`config.mk`:
```
export PLATFORM = sky130hd
export DESIGN_NAME = vcfd_dev_flat
export DESIGN_NICKNAME = d
export VERILOG_FILES = /design/src/vcfd_pkg.sv /design/src/vcfd_if.sv /design/src/vcfd_dev.sv /design/src/flat_wrapper.sv
export VERILOG_INCLUDE_DIRS = /design/src
export SDC_FILE = /design/constraint.sdc
export NUM_CORES = 1
export LEC_CHECK = 0
export ABC_AREA = 1
export BUFFER_PORTS_ARGS = -buffer_cell sky130_fd_sc_hd__buf_2
export CORE_MARGIN = 2
export CORE_UTILIZATION = 30
export DETAILED_ROUTE_END_ITERATION = 8
export HOLD_SLACK_MARGIN = 0.1
export MAX_ROUTING_LAYER = met4
export PLACE_DENSITY_LB_ADDON = 0.2
export SYNTH_ARGS = -nofsm -noshare
export SYNTH_HDL_FRONTEND = slang
export SYNTH_SLANG_ARGS = --single-unit
```
`constraint.sdc`:
```
create_clock -name CLK_I -period 4.37 [get_ports CLK_I]
set_input_delay 0.2185 -clock CLK_I [delete_from_list [all_inputs] [get_ports CLK_I]]
set_output_delay 0.2185 -clock CLK_I [all_outputs]
set_load 0.01 [all_outputs]
```
`src/vcfd_map.svh`:
```
`ifndef VCFD_MAP_SVH
`define VCFD_MAP_SVH
// Field identifiers
`define VCFD_ID_DEC_FLAGS  8'h06
`define VCFD_ID_COMPAND    8'h32
`define VCFD_ID_RATE_IDX   8'h09
`define VCFD_ID_RATE_CUST  8'h0A
`define VCFD_ID_INIT       8'h0B
// Argument lengths in bytes
`define VCFD_LEN_WORD      4'h2
`define VCFD_LEN_BYTE      4'h1
`define VCFD_LEN_CUST      4'hC
// Reply status bytes
`define VCFD_ST_OK         8'h00
`define VCFD_ST_ERR        8'h01
// Encoder flag bit positions
`define VCFD_EF_TONE       0
`define VCFD_EF_NS         1
`define VCFD_EF_ES         2
`define VCFD_EF_CMP_EN     3
`define VCFD_EF_CMP_ALAW   4
// Decoder flag bit positions
`define VCFD_DF_CMP_EN     0
`define VCFD_DF_CMP_ALAW   1
// Host register word offsets
`define VCFD_REG_CMD       4'h0
`define VCFD_REG_ARG0      4'h1
`define VCFD_REG_STATUS    4'h7
`define VCFD_ARG_WORDS     6
`endif

```
`src/vcfd_pkg.sv`:
```
package vcfd_pkg;
  typedef enum logic [2:0] {
    DEV_IDLE = 3'b000,
    DEV_ARG  = 3'b001,
    DEV_EXEC = 3'b010,
    DEV_RID  = 3'b011,
    DEV_RDAT = 3'b100
  } vcfd_dev_e;

  typedef enum logic [1:0] {
    HST_IDLE = 2'b00,
    HST_SEND = 2'b01,
    HST_RID  = 2'b10,
    HST_RDAT = 2'b11
  } vcfd_hst_e;

  typedef logic [95:0] vcfd_args_t;
endpackage : vcfd_pkg

```
`src/vcfd_if.sv`:
```
`timescale 1ns/100ps
interface vcfd_if;
  logic [7:0] h2d_data;
  logic       h2d_valid;
  logic       h2d_ready;
  logic [7:0] d2h_data;
  logic       d2h_valid;
  logic       d2h_ready;

  modport dev  (input h2d_data, h2d_valid, d2h_ready,
                output h2d_ready, d2h_data, d2h_valid);
  modport host (output h2d_data, h2d_valid, d2h_ready,
                input h2d_ready, d2h_data, d2h_valid);
endinterface : vcfd_if

```
`src/vcfd_dev.sv`:
```
`timescale 1ns/100ps
`include "vcfd_map.svh"
module vcfd_dev #(
  parameter int RATE_W   = 6,
  parameter int RATE_NUM = 62
) (
  // Clock and reset
  input  wire logic                 CLK_I,
  input  wire logic                 ARST_N_I,
  // Field link
  vcfd_if.dev                       LINK,
  // Configuration pins
  input  wire logic                 CFG_NS_I,
  input  wire logic                 CFG_ES_I,
  input  wire logic                 CFG_CMP_EN_I,
  input  wire logic                 CFG_CMP_ALAW_I,
  input  wire logic [RATE_W-1:0]    CFG_RATE_I,
  // Coder settings
  output logic      [15:0]          ENC_FLAGS_O,
  output logic      [15:0]          DEC_FLAGS_O,
  output logic                      CMP_EN_O,
  output logic                      CMP_ALAW_O,
  output logic      [RATE_W-1:0]    RATE_IDX_O,
  output logic                      RATE_CUSTOM_O,
  output vcfd_pkg::vcfd_args_t      RCW_O,
  // One-cycle pulses
  output logic                      RATE_LOAD_O,
  output logic                      ENC_INIT_O,
  output logic                      DEC_INIT_O,
  output logic                      EC_INIT_O
);

  localparam int PW = RATE_W + 4;

  typedef struct packed {
    vcfd_pkg::vcfd_dev_e  st;
    logic [7:0]           id;
    logic [3:0]           len;
    logic [3:0]           cnt;
    vcfd_pkg::vcfd_args_t args;
    logic [7:0]           out;
    logic [7:0]           status;
    logic [PW-1:0]        pin_a;
    logic [PW-1:0]        pin_b;
    logic [1:0]           fill;
    logic                 loaded;
    logic [15:0]          enc;
    logic [15:0]          dec;
    logic                 cmp_en;
    logic                 cmp_alaw;
    logic [RATE_W-1:0]    rate;
    logic                 custom;
    vcfd_pkg::vcfd_args_t rate_control_word;
    logic                 rate_load;
    logic                 enc_init;
    logic                 dec_init;
    logic                 ec_init;
  } vcfd_dev_s;

  vcfd_dev_s s_reg;
  vcfd_dev_s s_next;

  // ----------------------------------------------------------------
  // Field length decode
  // ----------------------------------------------------------------
  // Zero marks an identifier this block does not handle
  function automatic logic [3:0] arg_len(input logic [7:0] id);
    unique case (id)
      `VCFD_ID_DEC_FLAGS: arg_len = `VCFD_LEN_WORD;
      `VCFD_ID_COMPAND:   arg_len = `VCFD_LEN_BYTE;
      `VCFD_ID_RATE_IDX:  arg_len = `VCFD_LEN_BYTE;
      `VCFD_ID_RATE_CUST: arg_len = `VCFD_LEN_CUST;
      `VCFD_ID_INIT:      arg_len = `VCFD_LEN_BYTE;
      default:            arg_len = 4'h0;
    endcase
  endfunction : arg_len

  // ----------------------------------------------------------------
  // Next state
  // ----------------------------------------------------------------
  logic             ns_pin;
  logic             es_pin;
  logic             ce_pin;
  logic             ca_pin;
  logic [RATE_W-1:0] rate_pin;
  logic [7:0]       b0;

  always_comb begin
    s_next           = s_reg;
    s_next.rate_load = 1'b0;
    s_next.enc_init  = 1'b0;
    s_next.dec_init  = 1'b0;
    s_next.ec_init   = 1'b0;
    // First stage feeds only the second stage
    s_next.pin_a = {CFG_NS_I, CFG_ES_I, CFG_CMP_EN_I, CFG_CMP_ALAW_I,
                    CFG_RATE_I};
    s_next.pin_b = s_reg.pin_a;
    {ns_pin, es_pin, ce_pin, ca_pin, rate_pin} = s_reg.pin_b;
    b0 = s_reg.args[7:0];

    // Two edges fill the synchroniser; comparing against the first stage
    // would read a flop that may still be settling, so count instead
    if (s_reg.fill != 2'h2) begin
      s_next.fill = s_reg.fill + 2'h1;
    end
    // The rate pins are caught once the synchroniser has filled
    if (!s_reg.loaded && s_reg.fill == 2'h2) begin
      s_next.loaded    = 1'b1;
      s_next.rate      = rate_pin;
      s_next.custom    = 1'b0;
      s_next.rate_load = 1'b1;
    end

    unique case (s_reg.st)
      vcfd_pkg::DEV_IDLE: begin
        if (LINK.h2d_valid && s_reg.loaded) begin
          s_next.id  = LINK.h2d_data;
          s_next.len = arg_len(LINK.h2d_data);
          s_next.cnt = 4'h0;
          if (arg_len(LINK.h2d_data) == 4'h0) begin
            // Unknown identifier: no data taken, error reply
            s_next.out    = LINK.h2d_data;
            s_next.status = `VCFD_ST_ERR;
            s_next.st     = vcfd_pkg::DEV_RID;
          end else begin
            s_next.st = vcfd_pkg::DEV_ARG;
          end
        end
      end
      vcfd_pkg::DEV_ARG: begin
        if (LINK.h2d_valid) begin
          // Shift in, so the first byte of a word lands high
          s_next.args = {s_reg.args[87:0], LINK.h2d_data};
          s_next.cnt  = s_reg.cnt + 4'h1;
          if (s_reg.cnt == s_reg.len - 4'h1) begin
            s_next.st = vcfd_pkg::DEV_EXEC;
          end
        end
      end
      vcfd_pkg::DEV_EXEC: begin
        s_next.status = `VCFD_ST_OK;
        s_next.out    = s_reg.id;
        s_next.st     = vcfd_pkg::DEV_RID;
        unique case (s_reg.id)
          `VCFD_ID_DEC_FLAGS: begin
            s_next.dec = s_reg.args[15:0];
          end
          `VCFD_ID_COMPAND: begin
            if (b0[7:2] != 6'h00) begin
              s_next.status = `VCFD_ST_ERR;
            end else begin
              s_next.cmp_en   = b0[0];
              s_next.cmp_alaw = b0[0] & b0[1];
            end
          end
          `VCFD_ID_RATE_IDX: begin
            if (b0 >= 8'(RATE_NUM)) begin
              s_next.status = `VCFD_ST_ERR;
            end else begin
              s_next.rate      = b0[RATE_W-1:0];
              s_next.custom    = 1'b0;
              s_next.rate_load = 1'b1;
            end
          end
          `VCFD_ID_RATE_CUST: begin
            s_next.rate_control_word       = s_reg.args;
            s_next.custom    = 1'b1;
            s_next.rate_load = 1'b1;
          end
          default: begin
            if (b0[7:3] != 5'h00) begin
              s_next.status = `VCFD_ST_ERR;
            end else begin
              if (b0[0]) begin
                s_next.enc                    = 16'h0000;
                s_next.enc[`VCFD_EF_TONE]     = 1'b1;
                s_next.enc[`VCFD_EF_NS]       = ns_pin;
                s_next.enc[`VCFD_EF_ES]       = es_pin | b0[2];
                s_next.enc[`VCFD_EF_CMP_EN]   = ce_pin;
                s_next.enc[`VCFD_EF_CMP_ALAW] = ca_pin;
                s_next.enc_init               = 1'b1;
              end
              if (b0[1]) begin
                s_next.dec                    = 16'h0000;
                s_next.dec[`VCFD_DF_CMP_EN]   = ce_pin;
                s_next.dec[`VCFD_DF_CMP_ALAW] = ca_pin;
                s_next.dec_init               = 1'b1;
              end
              s_next.ec_init = b0[2];
            end
          end
        endcase
      end
      vcfd_pkg::DEV_RID: begin
        if (LINK.d2h_ready) begin
          s_next.out = s_reg.status;
          s_next.st  = vcfd_pkg::DEV_RDAT;
        end
      end
      vcfd_pkg::DEV_RDAT: begin
        if (LINK.d2h_ready) begin
          s_next.st = vcfd_pkg::DEV_IDLE;
        end
      end
      default: begin
        s_next.st = vcfd_pkg::DEV_IDLE;
      end
    endcase
  end

  // ----------------------------------------------------------------
  // State register
  // ----------------------------------------------------------------
  always_ff @(posedge CLK_I or negedge ARST_N_I) begin
    if (!ARST_N_I) begin
      s_reg <= '0;
    end else begin
      s_reg <= s_next;
    end
  end

  // ----------------------------------------------------------------
  // Outputs
  // ----------------------------------------------------------------
  assign LINK.h2d_ready = s_reg.loaded &&
                          (s_reg.st == vcfd_pkg::DEV_IDLE ||
                           s_reg.st == vcfd_pkg::DEV_ARG);
  assign LINK.d2h_valid = s_reg.st == vcfd_pkg::DEV_RID ||
                          s_reg.st == vcfd_pkg::DEV_RDAT;
  assign LINK.d2h_data  = s_reg.out;
  assign ENC_FLAGS_O    = s_reg.enc;
  assign DEC_FLAGS_O    = s_reg.dec;
  assign CMP_EN_O       = s_reg.cmp_en;
  assign CMP_ALAW_O     = s_reg.cmp_alaw;
  assign RATE_IDX_O     = s_reg.rate;
  assign RATE_CUSTOM_O  = s_reg.custom;
  assign RCW_O          = s_reg.rate_control_word;
  assign RATE_LOAD_O    = s_reg.rate_load;
  assign ENC_INIT_O     = s_reg.enc_init;
  assign DEC_INIT_O     = s_reg.dec_init;
  assign EC_INIT_O      = s_reg.ec_init;

endmodule : vcfd_dev

```
`src/flat_wrapper.sv`:
```
// flat-port wrapper written by rule: the top's interface ports become plain ports
module vcfd_dev_flat 
#(
  parameter int RATE_W   = 6,
  parameter int RATE_NUM = 62
)
  (CLK_I, ARST_N_I, CFG_NS_I, CFG_ES_I, CFG_CMP_EN_I, CFG_CMP_ALAW_I, CFG_RATE_I, ENC_FLAGS_O, DEC_FLAGS_O, CMP_EN_O, CMP_ALAW_O, RATE_IDX_O, RATE_CUSTOM_O, RCW_O, RATE_LOAD_O, ENC_INIT_O, DEC_INIT_O, EC_INIT_O, LINK_h2d_data, LINK_h2d_valid, LINK_d2h_ready, LINK_h2d_ready, LINK_d2h_data, LINK_d2h_valid);
  vcfd_if LINK_i ();
  input  wire logic CLK_I;
  input  wire logic ARST_N_I;
  input  wire logic CFG_NS_I;
  input  wire logic CFG_ES_I;
  input  wire logic CFG_CMP_EN_I;
  input  wire logic CFG_CMP_ALAW_I;
  input  wire logic [RATE_W-1:0] CFG_RATE_I;
  output logic      [15:0] ENC_FLAGS_O;
  output logic      [15:0] DEC_FLAGS_O;
  output logic CMP_EN_O;
  output logic CMP_ALAW_O;
  output logic      [RATE_W-1:0] RATE_IDX_O;
  output logic RATE_CUSTOM_O;
  output vcfd_pkg::vcfd_args_t RCW_O;
  output logic RATE_LOAD_O;
  output logic ENC_INIT_O;
  output logic DEC_INIT_O;
  output logic EC_INIT_O;
  input wire logic [$bits(LINK_i.h2d_data)-1:0] LINK_h2d_data;
  input wire logic [$bits(LINK_i.h2d_valid)-1:0] LINK_h2d_valid;
  input wire logic [$bits(LINK_i.d2h_ready)-1:0] LINK_d2h_ready;
  output wire logic [$bits(LINK_i.h2d_ready)-1:0] LINK_h2d_ready;
  output wire logic [$bits(LINK_i.d2h_data)-1:0] LINK_d2h_data;
  output wire logic [$bits(LINK_i.d2h_valid)-1:0] LINK_d2h_valid;
  assign LINK_i.h2d_data = LINK_h2d_data;
  assign LINK_i.h2d_valid = LINK_h2d_valid;
  assign LINK_i.d2h_ready = LINK_d2h_ready;
  assign LINK_h2d_ready = LINK_i.h2d_ready;
  assign LINK_d2h_data = LINK_i.d2h_data;
  assign LINK_d2h_valid = LINK_i.d2h_valid;
  vcfd_dev #(.RATE_W(RATE_W), .RATE_NUM(RATE_NUM)) u_core (.CLK_I(CLK_I), .ARST_N_I(ARST_N_I), .LINK(LINK_i), .CFG_NS_I(CFG_NS_I), .CFG_ES_I(CFG_ES_I), .CFG_CMP_EN_I(CFG_CMP_EN_I), .CFG_CMP_ALAW_I(CFG_CMP_ALAW_I), .CFG_RATE_I(CFG_RATE_I), .ENC_FLAGS_O(ENC_FLAGS_O), .DEC_FLAGS_O(DEC_FLAGS_O), .CMP_EN_O(CMP_EN_O), .CMP_ALAW_O(CMP_ALAW_O), .RATE_IDX_O(RATE_IDX_O), .RATE_CUSTOM_O(RATE_CUSTOM_O), .RCW_O(RCW_O), .RATE_LOAD_O(RATE_LOAD_O), .ENC_INIT_O(ENC_INIT_O), .DEC_INIT_O(DEC_INIT_O), .EC_INIT_O(EC_INIT_O));
endmodule
```
### Word level (Yosys, flattened, before mapping)

Cells that the tools add are included.

* register bits: 284
* bits in latches: 0
* memory bits (writable): 0
* ROM bits: 0
* input bits: 22
* output and inout bits: 151
* logic and storage cells: 120
* memories kept: 0

* $add $sub $neg: 3
* multipliers: 0
* div/mod/pow operators: 0
* magnitude comparators: 1
* equality and inequality tests: 23
* shift-type cells: 0
* mux-type cells: 37
* bitwise operators: 6
* reduce and logical (&&, ||, !) cells: 28

Operators by type and width (number)
* $mux 107: 1
* $mux 100: 1
* $mux 96: 1
* $mux 16: 4
* $pmux 8 s3: 2
* $eq 8x4->1 const B: 5
* $pmux 16 s2: 1
* $mux 19: 1
* $mux 3: 6
* $eq 8x3->1 const B: 2
* $eq 8x6->1 const B: 2
* $pmux 8 s2: 1
* $pmux 3 s5: 1
* $mux 7: 2
* $pmux 4 s3: 1
* $reduce_and 4->1: 3
* $ne 2x2->1 const B: 5
* $reduce_and 3->1: 3
* $ge 8x6->1 const B: 1
* $mux 4: 2
* $mux 8: 1
* $pmux 4 s2: 1
* $mux 1: 7
* $eq 3x2->1 const B: 2
* other kinds (28): 42

### Depth between registers and ports, before layout

* depth after elaboration: 9
* mapped depth: 11
* mapped depth without buffers: 11

### Least setup slack after synthesis

Ideal clock, no wire load.

* path kind: reg-to-reg
* start: register u_core.s_reg[290] in the netlist's numbering
* end: register u_core.s_reg (netlist bit u_core.RCW_O[76])
* arrival time: 1359 ps
* data required time: 4245 ps
* setup slack: 2886 ps
* stages on the path, launching flop included: 8
* path buffers: 2
* period minus slack after synthesis: 1484 ps
* cell sequence: dfrtp_1 > nor2_1 > nand2_2 > nor2_2 > nand2_1 > buf_6 > buf_6 > mux2_4

* cells in the longest elaborated chain, start to end: 2

RTL lines
* start, declared: line vcfd_dev.sv:60 `vcfd_dev_s s_reg;`
* start signal, assigned: line vcfd_dev.sv:218 `s_reg <= s_next;`
* $eq 8x4->1: line vcfd_dev.sv:144 `unique case (s_reg.id)`
* $reduce_and 2->1 (no line)

No other way between the ends.
A chain may end at the register's enable or synchronous reset.

### Worst setup path after layout

* start: register u_core.s_reg[294] in the netlist's numbering
* end: register u_core.s_reg (netlist bit u_core.RCW_O[91])

* cells in the longest elaborated chain, start to end: 2

RTL lines
* $eq 3x2->1: line vcfd_dev.sv:114 `unique case (s_reg.st)`
* $reduce_and 2->1 (no line)

No other way between the ends.

==> metrics.yaml <==
clkTransAtPathRegs_ns: 0.06
grt_pass1_vias: 7990
drive_gt1_share_pct: 19.26
antenna_violating_nets_post_route: 0
synth.most_common_cell: "nand2_1"
worst_ep_required_time_ns: 4.78
drtIter0Drc: 391
synth_edf_count: 0
skew_ns: 0.01201
num-nets-final: 1331
finalWirelength_mm: 27.44
leakagePower_nw: 6.763
period_minus_slack_ns: 2.671
n_antenna_cell: 0
relSlewSlack_pct: 24.09
setup_slack_ns: 1.699
rows: 72
drtPass1Iterations: 4
place_inst: 1767
reg2reg_depth: 6
cap_violations: 0
critPathKind: "reg2reg"
ioPinCount: 173
max_freq_mhz: 374.5
start_util_pct: 30.56
port_buffers: 161
setup_viol: 0
netlist_instances: 1266
p_per_area_nw_per_um2: 607.0
num_vias: 7899
ys_seq_area_share_pct: 58.21
status: "finished, final reports clean"
die-area_um2: 41160
setup_tns_ns: 0
clk_path_buf_depth: 3
cts_tree: "done"
worstSetupEndpointType: "flop"
hp-class: "in2reg"
h-tree-depth: 2
synth_area_leaders: "dfrtp_1 58%, nand2_1 10%, buf_4 9.0%, o21ai_0 6.1%, inv_1 3.9%"
fin_crit_sh_pct: 61.11
grt_max_degree: 120
coreArea_um2: 38830
yosysTopAreaCell: "dfrtp_1"
gr-total-overflow: 0
dp_hpwl_mm: 18.69
rsz0062_at_grt: "no"
crit_fanout: 73
synth_ff_type: "dfrtp_1"
ir_drop_v: 0.0003457
die_y_um: 202.9
netlist_area_um2: 11870
clkSinkCount: 276
largest_reg_flops: 110
syn_to_final_growth_pct: 12.87
place_ws_ns: 1.675
n_fill_cell: 4062
cp-start-kind: "flop"
synth_cell_types: 33
synthArstFlopShare_pct: 100.0
ys_ff_latch: 276
synth_common_cells: "319 x nand2_1, 276 x dfrtp_1, 144 x o21ai_0"
final_cell_area_um2: 13390
antenna_found_initial: 0
drc: 0
yosysWarnings: 0
grt_pass1_wl_mm: 44.59
synth_top_area_share_pct: 58.21
worstMarginPinSlew_ns: 1.135
arrival_ns: 3.08
min_path_cells: 2
vias_per_cell: 4.277
hold_viol: 0
numCtsBuffers: 34
worstSkewPairLatency_ns: 0.53
syn_avg_cell_area_um2: 9.372
grtUsageTotal_pct: 14.12
final_cells: 1847
finalMaxSlewViolations: 0
postPlaceCellArea_um2: 12140
cts-root-buf: "clkbuf_16"
routedWlPerCell_um: 14.86
gp_congestion: 0.8357
die_w_um: 202.9
## path summary, 6_finish.rpt
path                                    start                  to  slack [ns]
max                         u_core.s_reg[294]    u_core.RCW_O[91]        1.70
min                             CFG_RATE_I[3]  u_core.s_next[147]        0.33
max reg2reg                 u_core.s_reg[294]    u_core.RCW_O[91]        1.70
min reg2reg                u_core.s_next[152]       u_core.es_pin        0.34
max in group asynchronous            ARST_N_I   u_core.s_reg[294]        2.97
min in group asynchronous            ARST_N_I    u_core.RCW_O[45]        0.39
## power breakdown
part / switching [mW] / internal [mW] / total (mW)
registers: 0.395 / 3.16 / 3.56
logic: 1.31 / 0.598 / 1.91
clock network: 1.09 / 1.57 / 2.66
## per-stage QoR
| stage | util (%) | hold slack, ns | total power, mW |
|---|---|---|---|
| finish | 34.49 | 0.3256 | 8.128 |
| global route | 34.49 | 0.3057 | 8.735 |
| CTS | 34.49 | 0.2884 | 8.298 |
| detailed placement | 31.26 | 0.3278 | 5.559 |
| global placement | 31.26 | 0.3264 | 5.530 |
| floorplan | - | -0.07709 | 5.021 |
## logic make-up after synthesis
family | Yosys count | synth area share [%]
buffers and inverters | 322 | 15.29
XOR/XNOR | 1 | 0.07383
AO/OA/AOI/OAI | 228 | 9.754
multiplexers | 18 | 1.772
flip-flops | 276 | 58.21
adder cells (fa/ha/maj) | 3 | 0.3164
AND/OR/NAND/NOR | 417 | 14.55
other | 1 | 0.03161
## worst max-delay path, cell delays in order, from the launching register on
cell,delay [ns]
dfrtp_1,0.52
nor2_8,0.22
nand2_4,0.16
inv_2,0.35
nand2_4,0.52
buf_12,0.42
mux2_2,0.29
## final cells by class
class | count | area, µm² | area share (%)
multi-input cells | 678 | 3197 | 23.87
clock inverters | 11 | 98.84 | 0.7381
clock buffers | 48 | 943.4 | 7.045
flip-flops and latches | 276 | 6907 | 51.57
repair buffers | 187 | 1114 | 8.315
inverters | 129 | 484.2 | 3.616
well taps | 518 | 648.1 | 4.840
## layout by cell type, fill, tap and decap left out, types with 10 or more instances in the layout
cell | netlist | layout
clkbuf_1 | 23 | 10
clkbuf_16 | 0 | 34
nand3_1 | 27 | 27
nand4_1 | 22 | 22
mux2_2 | 16 | 16
buf_2 | 22 | 160
dfrtp_1 | 276 | 276
o21ai_1 | 73 | 73
nand2_1 | 319 | 317
nor2_1 | 31 | 31
inv_1 | 124 | 124
o21ai_0 | 144 | 144
dlygate4sd3_1 | 0 | 21
conb_1 | 1 | 11
## timing repair
| item | CTS | global route |
|---|---|---|
| hold buffers | 21 | 0 |
| hold endpoints to repair | 146 | 0 |
| setup buffers | 0 | 0 |
| gates resized for setup | 0 | 0 |
## metal layers
metal  up-vias  track usage (%)  wire, µm
met2       163            21.93     12750
li1       3948                -         -
met3        44            2.568      1115
met1      3744            18.61     12940
met4         0            4.901       631
met5         -                -         0
No activity file was read; power rests on OpenSTA's default activity.
